`src/pkg/pisq_pkg.sv`:
```
// Purpose: shared constants and types of the pump interlock and start sequencer
// Assumes: 100 MHz pclk, APB register access
// Notes:   offsets are byte addresses of aligned 32-bit words
package pisq_pkg;
  localparam logic [7:0]  OFS_CTRL      = 8'h00;
  localparam logic [7:0]  OFS_DELAY     = 8'h04;
  localparam logic [7:0]  OFS_LEVELS    = 8'h08;
  localparam logic [7:0]  OFS_STATUS    = 8'h0C;
  localparam logic [7:0]  OFS_IRQ_STAT  = 8'h10;
  localparam logic [7:0]  OFS_IRQ_MASK  = 8'h14;
  localparam logic [7:0]  OFS_REF       = 8'h18;
  // control and levels word layout
  localparam int          CTRL_SEL_LSB  = 0;
  localparam int          CTRL_AUX_LSB  = 4;
  localparam int          CTRL_BYP_BIT  = 8;
  localparam int          LVL_STOP_LSB  = 16;
  // interlock settings
  localparam logic [2:0]  SEL_OFF       = 3'h0;
  localparam logic [2:0]  SEL_EXTERNAL  = 3'h6;
  localparam int          LOCAL_INPUTS  = 5;
  localparam int          EXP_INPUTS    = 4;
  localparam int          MOTORS        = 4;
  // reset values and interlock alarm code
  localparam logic [15:0] RST_DELAY     = 16'h0000;
  localparam logic [15:0] RST_START_LVL = 16'h8000;
  localparam logic [15:0] RST_STOP_LVL  = 16'h2000;
  localparam logic [7:0]  ALARM_ILK     = 8'h1E;
  // interrupt bits
  localparam int          IRQ_ALARM     = 0;
  localparam int          IRQ_TRIP      = 1;
  localparam int          IRQ_RUN       = 2;
  localparam int          IRQ_BITS      = 3;
  // start delay counts in ticks of one millisecond
  localparam int          CLK_PERIOD_NS = 10;
  localparam int          TICK_TIME_NS  = 1000000;
  localparam int          TICK_CYCLES   = TICK_TIME_NS / CLK_PERIOD_NS;
  typedef enum logic [1:0] {
    ST_IDLE  = 2'b00,
    ST_CLOSE = 2'b01,
    ST_RUN   = 2'b11
  } pisq_state_type;
endpackage

```
`src/hdl/pisq_sync.sv`:
```
// Purpose: two-stage synchroniser for pin inputs
// Assumes: inputs are asynchronous to pclk
// Notes:   only the second stage leaves the module
`timescale 1ns/10ps
`default_nettype none
module pisq_sync #(
  parameter int W = 1
) (
  input  wire logic         pclk,
  input  wire logic         presetn,
  input  wire logic [W-1:0] din,
  output logic      [W-1:0] dout
);
  typedef struct packed {
    logic [W-1:0] s1;
    logic [W-1:0] s2;
  } pisq_sync_state_type;
  pisq_sync_state_type r_reg;
  pisq_sync_state_type r_next;
  always_comb begin
    r_next    = r_reg;
    r_next.s1 = din;
    r_next.s2 = r_reg.s1;
  end
  always_ff @(posedge pclk or negedge presetn) begin
    if (!presetn) begin
      r_reg <= '0;
    end else begin
      r_reg <= r_next;
    end
  end
  assign dout = r_reg.s2;
endmodule
`default_nettype wire

```
`src/hdl/pisq_ilk_map.sv`:
```
// Purpose: maps interlock inputs onto motors
// Assumes: inputs already synchronised
// Notes:   ok high means the motor may run
`timescale 1ns/10ps
`default_nettype none
module pisq_ilk_map (
  input  wire logic [2:0] sel,
  input  wire logic [1:0] aux_n,
  input  wire logic [4:0] loc,
  input  wire logic [3:0] expn,
  output logic      [3:0] present,
  output logic      [3:0] ok
);
  logic [8:0] pos;
  assign pos = {expn, loc};
  genvar m;
  generate
    for (m = 0; m < pisq_pkg::MOTORS; m++) begin : g_motor
      logic [3:0] idx;
      // consecutive inputs from the selected local one, then the modules
      // external setting starts at module 1 input one
      assign idx = (sel == pisq_pkg::SEL_EXTERNAL) ? 4'(pisq_pkg::LOCAL_INPUTS + m) : 4'({1'b0, sel} - 4'h1 + 4'(m));
      assign present[m] = (2'(m) <= aux_n) || (m == 0);
      // active low, unmapped positions ignored, setting 0 disables
      assign ok[m] = (sel == pisq_pkg::SEL_OFF) || (sel == 3'h7) || !present[m] || pos[idx];
    end
  endgenerate
endmodule
`default_nettype wire

```
`src/hdl/pisq_top.sv`:
```
// Purpose: interlock handling and start sequencing of a pump_fan_control group
// Assumes: pid_output and actual_value come from logic on pclk
// Notes:   motor 0 is the speed-regulated motor, motors 1..3 auxiliaries
// What this block does
// - interlocks run consecutively from chosen local input
// - external setting takes all interlocks from modules
// - interlock inputs are active low
// - interlocked speed motor refuses start, alarm 30
// - switched-off motor skipped, next one started
// - tripped thermal relay stops its motor
// - bypass selects actual value as reference
// - bypass bases auxiliary start/stop on actual value
// - contactor first, delay, then energise motor
// - one start delay serves every motor
// - setting zero disables interlock handling entirely
// - skip interlocked motors; alarm when every idle auxiliary is interlocked
`timescale 1ns/10ps
`default_nettype none
module pisq_top #(
  parameter int TICK_CYCLES = pisq_pkg::TICK_CYCLES
) (
  input  wire logic        pclk,
  input  wire logic        presetn,
  input  wire logic        psel,
  input  wire logic        penable,
  input  wire logic        pwrite,
  input  wire logic [7:0]  paddr,
  input  wire logic [31:0] pwdata,
  output logic      [31:0] prdata,
  output logic             pready,
  output logic             pslverr,
  input  wire logic        start_cmd,
  input  wire logic [4:0]  local_input,
  input  wire logic [3:0]  io_expansion_module_input,
  input  wire logic [15:0] pid_output,
  input  wire logic [15:0] actual_value,
  output logic      [3:0]  contactor,
  output logic             energise,
  output logic      [15:0] freq_ref,
  output logic      [7:0]  alarm_code,
  output logic             irq
);
  typedef struct packed {
    pisq_pkg::pisq_state_type state;
    logic [2:0]  sel;
    logic [1:0]  aux_n;
    logic        bypass;
    logic [15:0] delay;
    logic [15:0] start_lvl;
    logic [15:0] stop_lvl;
    logic [2:0]  irq_stat;
    logic [2:0]  irq_mask;
    logic [3:0]  ilk_ok;
    logic [3:0]  present;
    logic [3:0]  contactor;
    logic        energise;
    logic [15:0] dly_cnt;
    logic [16:0] tick;
    logic        aux_pend;
    logic [1:0]  aux_idx;
    logic [7:0]  alarm_code;
    logic [15:0] freq_ref;
    logic [31:0] prdata;
    logic        pready;
    logic        pslverr;
    logic        irq;
  } pisq_top_state_type;

  pisq_top_state_type r_reg;
  pisq_top_state_type r_next;
  logic               start_s;
  logic [4:0]         loc_s;
  logic [3:0]         exp_s;
  logic [3:0]         map_ok;
  logic [3:0]         map_present;

  // pins pass two flip-flops before use
  pisq_sync #(.W(10)) u_sync (
    .pclk    (pclk),
    .presetn (presetn),
    .din     ({start_cmd, io_expansion_module_input, local_input}),
    .dout    ({start_s, exp_s, loc_s})
  );

  pisq_ilk_map u_map (
    .sel     (r_reg.sel),
    .aux_n   (r_reg.aux_n),
    .loc     (loc_s),
    .expn    (exp_s),
    .present (map_present),
    .ok      (map_ok)
  );

  function automatic logic reg_hit(input logic [7:0] a);
    reg_hit = (a == pisq_pkg::OFS_CTRL) || (a == pisq_pkg::OFS_DELAY) || (a == pisq_pkg::OFS_LEVELS) ||
              (a == pisq_pkg::OFS_STATUS) || (a == pisq_pkg::OFS_IRQ_STAT) || (a == pisq_pkg::OFS_IRQ_MASK) ||
              (a == pisq_pkg::OFS_REF);
  endfunction

  // lowest auxiliary motor present, idle and not interlocked; bit 2 marks found
  function automatic logic [2:0] first_free(input logic [3:0] ok, input logic [3:0] on, input logic [3:0] pr);
    first_free = 3'h0;
    for (int i = pisq_pkg::MOTORS - 1; i >= 1; i--) begin
      if (pr[i] && ok[i] && !on[i]) begin
        first_free = {1'b1, 2'(i)};
      end
    end
  endfunction

  // highest running auxiliary motor; bit 2 marks found
  function automatic logic [2:0] last_on(input logic [3:0] on);
    last_on = 3'h0;
    for (int i = 1; i < pisq_pkg::MOTORS; i++) begin
      if (on[i]) begin
        last_on = {1'b1, 2'(i)};
      end
    end
  endfunction

  logic [15:0] ctrl_sig;
  logic        wr;
  logic        tick_hit;
  logic [2:0]  ev;
  logic [2:0]  clr;
  logic [2:0]  pick;
  logic [2:0]  drop;
  logic [3:0]  idle_aux;

  always_comb begin
    r_next   = r_reg;
    ev       = 3'h0;
    clr      = 3'h0;
    // regulator or actual value drives reference and staging
    ctrl_sig = r_reg.bypass ? actual_value : pid_output;
    wr       = psel && penable && pwrite && r_reg.pready;
    tick_hit = (r_reg.tick == 17'(TICK_CYCLES - 1));
    pick     = first_free(r_reg.ilk_ok, r_reg.contactor, r_reg.present);
    drop     = last_on(r_reg.contactor);
    idle_aux = r_reg.present & ~r_reg.contactor & 4'hE;
    r_next.ilk_ok  = map_ok;
    r_next.present = map_present;
    r_next.tick    = tick_hit ? 17'h00000 : r_reg.tick + 17'h00001;
    r_next.alarm_code = 8'h00;

    // apb slave, one wait-free access, data prepared in setup
    r_next.pready  = psel && !penable;
    r_next.pslverr = psel && !penable && !reg_hit(paddr);
    if (psel && !penable) begin
      case (paddr)
        pisq_pkg::OFS_CTRL: begin
          r_next.prdata = {23'h000000, r_reg.bypass, 2'h0, r_reg.aux_n, 1'b0, r_reg.sel};
        end
        pisq_pkg::OFS_DELAY: begin
          r_next.prdata = {16'h0000, r_reg.delay};
        end
        pisq_pkg::OFS_LEVELS: begin
          r_next.prdata = {r_reg.stop_lvl, r_reg.start_lvl};
        end
        pisq_pkg::OFS_STATUS: begin
          r_next.prdata = {18'h00000, (r_reg.alarm_code != 8'h00), r_reg.energise, r_reg.contactor,
                           r_reg.ilk_ok, r_reg.aux_pend, 1'b0, r_reg.state};
        end
        pisq_pkg::OFS_IRQ_STAT: begin
          r_next.prdata = {29'h00000000, r_reg.irq_stat};
        end
        pisq_pkg::OFS_IRQ_MASK: begin
          r_next.prdata = {29'h00000000, r_reg.irq_mask};
        end
        pisq_pkg::OFS_REF: begin
          r_next.prdata = {16'h0000, r_reg.freq_ref};
        end
        default: begin
          r_next.prdata = 32'h00000000;
        end
      endcase
    end
    if (wr) begin
      case (paddr)
        pisq_pkg::OFS_CTRL: begin
          r_next.sel    = pwdata[pisq_pkg::CTRL_SEL_LSB +: 3];
          r_next.aux_n  = pwdata[pisq_pkg::CTRL_AUX_LSB +: 2];
          r_next.bypass = pwdata[pisq_pkg::CTRL_BYP_BIT];
        end
        pisq_pkg::OFS_DELAY: begin
          r_next.delay = pwdata[15:0];
        end
        pisq_pkg::OFS_LEVELS: begin
          r_next.start_lvl = pwdata[15:0];
          r_next.stop_lvl  = pwdata[pisq_pkg::LVL_STOP_LSB +: 16];
        end
        pisq_pkg::OFS_IRQ_STAT: begin
          clr = pwdata[2:0];
        end
        pisq_pkg::OFS_IRQ_MASK: begin
          r_next.irq_mask = pwdata[2:0];
        end
        default: begin
        end
      endcase
    end

    // one shared delay counter for speed motor and auxiliaries
    if (tick_hit && (r_reg.dly_cnt != 16'h0000)) begin
      r_next.dly_cnt = r_reg.dly_cnt - 16'h0001;
    end

    case (r_reg.state)
      pisq_pkg::ST_IDLE: begin
        r_next.contactor = 4'h0;
        r_next.energise  = 1'b0;
        r_next.aux_pend  = 1'b0;
        if (start_s) begin
          if (!r_reg.ilk_ok[0]) begin
            // refuse start while speed motor interlocked
            r_next.alarm_code = pisq_pkg::ALARM_ILK;
            ev[pisq_pkg::IRQ_ALARM] = 1'b1;
          end else begin
            // close contactor, then wait the delay
            r_next.state     = pisq_pkg::ST_CLOSE;
            r_next.contactor = 4'h1;
            r_next.dly_cnt   = r_reg.delay;
            r_next.tick      = 17'h00000;
          end
        end
      end
      pisq_pkg::ST_CLOSE: begin
        if (!start_s || !r_reg.ilk_ok[0]) begin
          r_next.state = pisq_pkg::ST_IDLE;
          r_next.contactor = 4'h0;
          ev[pisq_pkg::IRQ_TRIP] = !r_reg.ilk_ok[0];
        end else if (r_reg.dly_cnt == 16'h0000) begin
          // energise only after the delay has run out
          r_next.state    = pisq_pkg::ST_RUN;
          r_next.energise = 1'b1;
          ev[pisq_pkg::IRQ_RUN] = 1'b1;
        end
      end
      pisq_pkg::ST_RUN: begin
        if (!start_s || !r_reg.ilk_ok[0]) begin
          // tripped speed motor stops the whole group
          r_next.state     = pisq_pkg::ST_IDLE;
          r_next.contactor = 4'h0;
          r_next.energise  = 1'b0;
          r_next.aux_pend  = 1'b0;
          ev[pisq_pkg::IRQ_TRIP] = !r_reg.ilk_ok[0];
        end else begin
          // tripped auxiliaries drop out at once
          if ((r_reg.contactor & ~r_reg.ilk_ok & 4'hE) != 4'h0) begin
            ev[pisq_pkg::IRQ_TRIP] = 1'b1;
          end
          r_next.contactor = r_reg.contactor & (r_reg.ilk_ok | 4'h1);
          if (r_reg.aux_pend) begin
            if (!r_reg.ilk_ok[r_reg.aux_idx]) begin
              r_next.aux_pend = 1'b0;
            end else if (r_reg.dly_cnt == 16'h0000) begin
              r_next.aux_pend = 1'b0;
              r_next.contactor[r_reg.aux_idx] = 1'b1;
            end
          end else if (ctrl_sig >= r_reg.start_lvl) begin
            if (pick[2]) begin
              // skip switched-off motors, take next free one
              r_next.aux_pend = 1'b1;
              r_next.aux_idx  = pick[1:0];
              r_next.dly_cnt  = r_reg.delay;
              r_next.tick     = 17'h00000;
            end else if (idle_aux != 4'h0) begin
              // every remaining motor interlocked
              r_next.alarm_code = pisq_pkg::ALARM_ILK;
              ev[pisq_pkg::IRQ_ALARM] = 1'b1;
            end
          end else if ((ctrl_sig <= r_reg.stop_lvl) && drop[2]) begin
            r_next.contactor[drop[1:0]] = 1'b0;
          end
        end
      end
      default: begin
        r_next.state     = pisq_pkg::ST_IDLE;
        r_next.contactor = 4'h0;
        r_next.energise  = 1'b0;
      end
    endcase

    r_next.freq_ref = r_next.energise ? ctrl_sig : 16'h0000;
    // set wins over a write-one clear
    r_next.irq_stat = (r_reg.irq_stat & ~clr) | ev;
    r_next.irq      = |(r_next.irq_stat & r_next.irq_mask);
  end

  always_ff @(posedge pclk or negedge presetn) begin
    if (!presetn) begin
      r_reg           <= '0;
      r_reg.state     <= pisq_pkg::ST_IDLE;
      r_reg.delay     <= pisq_pkg::RST_DELAY;
      r_reg.start_lvl <= pisq_pkg::RST_START_LVL;
      r_reg.stop_lvl  <= pisq_pkg::RST_STOP_LVL;
      r_reg.ilk_ok    <= 4'hF;
      r_reg.present   <= 4'h1;
    end else begin
      r_reg <= r_next;
    end
  end

  assign prdata     = r_reg.prdata;
  assign pready     = r_reg.pready;
  assign pslverr    = r_reg.pslverr;
  assign contactor  = r_reg.contactor;
  assign energise   = r_reg.energise;
  assign freq_ref   = r_reg.freq_ref;
  assign alarm_code = r_reg.alarm_code;
  assign irq        = r_reg.irq;
endmodule
`default_nettype wire

```
`config.mk`:
```
export PLATFORM = sky130hd
export DESIGN_NAME = pisq_top
export DESIGN_NICKNAME = d
export VERILOG_FILES = /design/src/pkg/pisq_pkg.sv /design/src/hdl/pisq_sync.sv /design/src/hdl/pisq_ilk_map.sv /design/src/hdl/pisq_top.sv
export SDC_FILE = /design/constraint.sdc
export NUM_CORES = 1
export LEC_CHECK = 0
export ABC_AREA = 1
export ABC_CLOCK_PERIOD_IN_PS = 5600
export BUFFER_PORTS_ARGS = -buffer_cell sky130_fd_sc_hd__buf_2
export CORE_MARGIN = 2
export CORE_UTILIZATION = 40
export DETAILED_ROUTE_END_ITERATION = 6
export GPL_TIMING_DRIVEN = 0
export MAX_ROUTING_LAYER = met4
export PLACE_DENSITY = 0.68
export SLEW_MARGIN = 10
export SYNTH_ARGS = -nofsm -noshare
export SYNTH_HDL_FRONTEND = slang
export SYNTH_SLANG_ARGS = --single-unit
```
`constraint.sdc`:
```
create_clock -name pclk -period 5.6 [get_ports pclk]
set_input_delay 1.12 -clock pclk [delete_from_list [all_inputs] [get_ports pclk]]
set_output_delay 1.12 -clock pclk [all_outputs]
set_load 0.03 [all_outputs]
```
Word level (Yosys, flattened, before mapping)
Cells that the tools add are included.

word-level totals
  logic and storage cells = 214
  register bits after elaboration = 189
  input port bits = 87
  RAM bits = 0
  memories = 0
  bits in read-only memories = 0
  latch bits = 0
  output and inout port bits = 64

cells by class
  $lt $le $gt $ge = 13
  div/mod/pow operators = 0
  mux-type cells = 85
  eq/ne operators = 16
  $add $sub $neg = 6
  multiply operators = 0
  shifts and indexed selects = 0
  bitwise gates (word level) = 14
  reductions and logical operators = 55

operator list
  operator                                                    count
  case mux 32 bit (7 select lines)                            1
  2-to-1 mux 33 bit                                           4
  case mux 34 bit (2 select lines)                            1
  2-to-1 mux 16 bit                                           3
  2-to-1 mux 4 bit                                            11
  2-to-1 mux 44 bit                                           1
  2-to-1 mux 36 bit                                           1
  2-to-1 mux 3 bit                                            10
  2-to-1 mux 1 bit                                            29
  == test 8 x 5 -> 1 bit, second input constant               3
  less-than comparator 4 x 5 -> 1 bit, second input constant  4
  2-to-1 mux 5 bit                                            4
  adder 17 x 1 -> 17 bit, second input constant               1
  == test 17 bit, second input constant                       1
  2-to-1 mux 17 bit                                           1
  bitwise AND 4 bit                                           4
  binary-select mux 1 bit (select 4 bit)                      4
  == test 8 x 4 -> 1 bit, second input constant               2
  greater-or-equal comparator 16 bit                          1
  <= comparator 16 bit                                        1
  logical NOT 16 bit                                          1
  2-to-1 mux 8 bit                                            2
  case mux 8 bit (2 select lines)                             1
  nonzero test 16 bit                                         1
  40 further kinds                                            97

Logic depth before layout (Yosys ltp)
  depth in word-level cells = 15
  mapped depth = 22
  mapped depth without buffers = 21

Hierarchy
A second synthesis with hierarchy kept.

second synthesis, totals
  cells, all modules = 1267
  area, all modules = 10292.4 um^2

by module, submodules not included
  module        seq. area each (um^2)  cells an instance  times used  area an instance (um^2)
  pisq_top      4061.4                 1088               1           8998.6
  pisq_ilk_map  0.0                    159                1           793.3
  pisq_sync     500.5                  20                 1           500.5

Worst setup path before layout
Ideal clock, no wire load.

  path kind = input -> register
  start = input port actual_value[14]
  end = register r_reg[62] in the netlist's numbering
  required time = 5.464 ns
  stages on the path = 15
  library setup time = 0.136 ns
  path slack = 2.500 ns
  data arrival time = 2.964 ns
  cell sequence = or2_2 -> o21ai_0 -> inv_1 -> ha_1 -> nand2_1 -> nor2_1 -> nand2_1 -> nor3_1 -> nor2_2 -> inv_2 -> nand2_2 -> nand2_2 -> nand3_4 -> o21ai_1 -> nor2_1

RTL lines
  what                  RTL line         RTL
  from (decl)           pisq_top.sv:36   input wire logic [15:0] actual_value,
  to (signal assigned)  pisq_top.sv:299  r_reg <= r_next;
  to (decl)             pisq_top.sv:69   pisq_top_state_type r_reg;

==> impl_metrics.toml <==
[critical_path]
path_cells = "clkbuf_1 > inv_1 > clkbuf_1 > or2_2 > o21ai_0 > inv_1 > ha_1 > a21o_1 > nor2_1 > nand2_1 > nand2_1 > nand2_1 > nor2_2 > inv_2 > nand2_2 > nand2_2 > nand3_4 > o21ai_1 > nor2_1"
reg2reg_from = "r_reg[162]"
endpoint_kind = "flip-flop"
path_buf_inv = 5
crit_top_cell = "nand2_1"
cpMaxStageDelayCell = "clkbuf_1"
r2r_slack_ns = 1.84
path_delay_family = "simple AND/OR/NAND/NOR gates"
max_stage_delay_ns = 0.34
cp.arrival_ns = 4.11
rr_worst_depth = 19
cp-start-kind = "flip-flop"
r2r_end = "r_reg[77]"
cp.required_ns = 5.96
worstSetupPathType = "reg2reg"
path_max_fanout = 10

[floorplan]
dieArea_mm2 = 0.0267
row_count = 58
start_util = 0.406
fp.dieH_um = 163
fp.dieW_um = 163
boundaryPins = 151
coreArea_mm2 = 0.0250

[clock_tree]
cts_inserted_buffers = 17
cts_setup_buffers = 0
cts_resized = 0
cts_sinks = 182
clock_latency_ns = 0.44
cts-root-buf = "clkbuf_16"
h-tree-depth = 4
clk_pin_slew_ns = 0.07
cts_tree = "yes"
cts_buffer_depth = 2
cts-hold-fix-buffers = 0

[sta]
rsz0062_at_grt = "no"
fin_hold_ws_ns = 0.350
hold_viol_final = 0
setup_viol = 0
slew_violations = 0
fin_crit_ns = 3.76
fin_ws_ns = 1.84
fin_skew_ns = 0.00881
relSlewSlack = 0.460
final.setup.tns_ns = 0
max_freq_ghz = 0.266
tightestPinTransition_ns = 0.807
period_share = 0.671

[grt]
grt_pass1_vias = 8279
grt_overflow_total = 0
grt_antenna_before_repair = 0
grt_max_degree = 106
grt_first_pass_wirelength_um = 43300
track_usage = 0.217

[min_path]
hold_path_class = "reg2reg"
min_path_cells = 0
whs_endpoint = "u_sync.dout[3]"
hp-start = "u_sync.r_next[3]"

[logic_synthesis]
ys_seq_elements = 182
synth_top_area_frac = 0.433
synth_commonest_cells = "nand2_1, dfrtp_1, inv_1, o21ai_0, nor2_1"
synthTopCellsByArea = "dfrtp_1, nand2_1, inv_1"
synthCells = 1236
yosys.area.top_type = "dfrtp_1"
ys_warn_count = 0
yosysUniqueCellTypes = 52
synth_seq_area_share = 0.449
synth-edff-count = 0
syn-cell-area_mm2 = 0.0102
async_flop_share = 1.00
ys.flop_type = "dfrtp_1"
syn_avg_cell_area_um2 = 8.22
yosysMostFrequentCell = "nand2_1"

[drt]
drtIter0Drc = 623
vias = 8703
wl_per_cell_um = 15.6
antenna_left = 0
viasPerCell = 4.98
drc = 0
firstDrtPassIters = 6
drt-total-wl_um = 27200

[placement]
pre_cts_ws_ns = 1.82
dp_cells = 1716
gp_congestion = 0.959
port_buffers = 146
dpl.hpwl_um = 21500

[finish]
syn_to_final_growth_pct = 17.4
nets = 1537
largest_reg_flops = 105
drive_gt1_frac = 0.230
stdcell_count = 1749

[power]
power.density_mw_per_mm2 = 280
vdd_drop_max_mv = 0.195
p_leak_uw = 0.00622

[job]
cap_viol_max_count = 0

[status]
status = "finished, final reports clean"
==> through the flow <==
step | area (um^2) | util | total power (uW)
after floorplan | 10200 | - | 1930
after global placement | 11300 | 0.452 | 2170
after detailed placement | 11400 | 0.454 | 2190
after CTS | 11900 | 0.477 | 3360
after global routing | 11900 | 0.477 | 3490
final | 11900 | 0.477 | 3340
==> cell usage in the layout, fill, tap and decap left out, types with 4 or more instances in the layout <==
master	synthesis	layout
clkbuf_1	25	26
o22ai_1	6	6
inv_1	155	155
nand2_2	5	5
xor2_1	14	14
o31ai_1	20	20
nand3_1	48	48
clkinvlp_4	0	5
xnor2_1	7	7
a221oi_1	7	7
nand2_1	260	260
inv_2	10	10
or2_2	20	20
nand4_1	19	19
clkbuf_16	0	17
o2111ai_1	7	7
nor3_2	5	5
dfstp_2	6	6
dfrtp_1	176	176
nor3_1	13	13
buf_2	4	149
nor2_2	15	15
ha_1	45	45
o21ai_1	18	18
buf_4	62	62
conb_1	1	4
a21oi_1	34	34
nor2_1	102	102
o21ai_0	110	110
==> logic make-up after synthesis <==
| family | share of synthesized area |
|---|---|
| XOR/XNOR | 0.0181 |
| multiplexers | 0.00431 |
| other | 0.000369 |
| flip-flops | 0.449 |
| adder cells (fa/ha/maj) | 0.0554 |
| AO/OA/AOI/OAI | 0.126 |
| AND/OR/NAND/NOR | 0.227 |
| buffers and inverters | 0.120 |
==> per-layer routing <==
layer	share of wire	GRT usage	vias up
met5	0	-	-
met4	0.035	0.0986	0
met3	0.046	0.0277	52
met2	0.47	0.335	248
met1	0.45	0.285	4110
li1	-	-	4293
==> worst reg2reg max path: stages, from the launching register on <==
cell and delay, ns:
dfrtp_1 0.32, clkbuf_1 0.34, inv_1 0.24, clkbuf_1 0.26, or2_2 0.33, o21ai_0 0.19, inv_1 0.14, ha_1 0.33
a21o_1 0.17, nor2_1 0.10, nand2_1 0.06, nand2_1 0.05, nand2_1 0.06, nor2_2 0.27, inv_2 0.08, nand2_2 0.14
nand2_2 0.08, nand3_4 0.12, o21ai_1 0.24, nor2_1 0.17
==> where the power goes <==
part / total, uW / switching (uW) / internal (uW)
registers: 1450 / 62.5 / 1380
logic: 717 / 496 / 222
clock network: 1180 / 552 / 626
==> layout make-up <==
type / instances / area, um^2
plain buffers: 92 / 591
diodes: 1 / 2.50
repair buffers: 147 / 768
fillers: 2483 / 13100
inverters: 167 / 627
clock inverters: 14 / 146
well taps: 330 / 413
multi-input cells: 798 / 4390
flip-flops and latches: 182 / 4560
clock buffers: 18 / 429
==> worst max-delay path by stage <==
stage                startpoint    endpoint  slack (ns)  cells past startpoint
3_3_place_gp            presetn  prdata[20]        0.46                      1
2_1_floorplan  actual_value[14]   r_reg[62]        2.50                     15
5_1_grt              r_reg[162]   r_reg[71]        1.46                     20
6_report             r_reg[162]   r_reg[77]        1.84                     19
3_5_place_dp    actual_value[5]   r_reg[77]        1.82                     18
4_1_cts              r_reg[162]   r_reg[77]        1.81                     20
(Power assumes the default switching activity.)
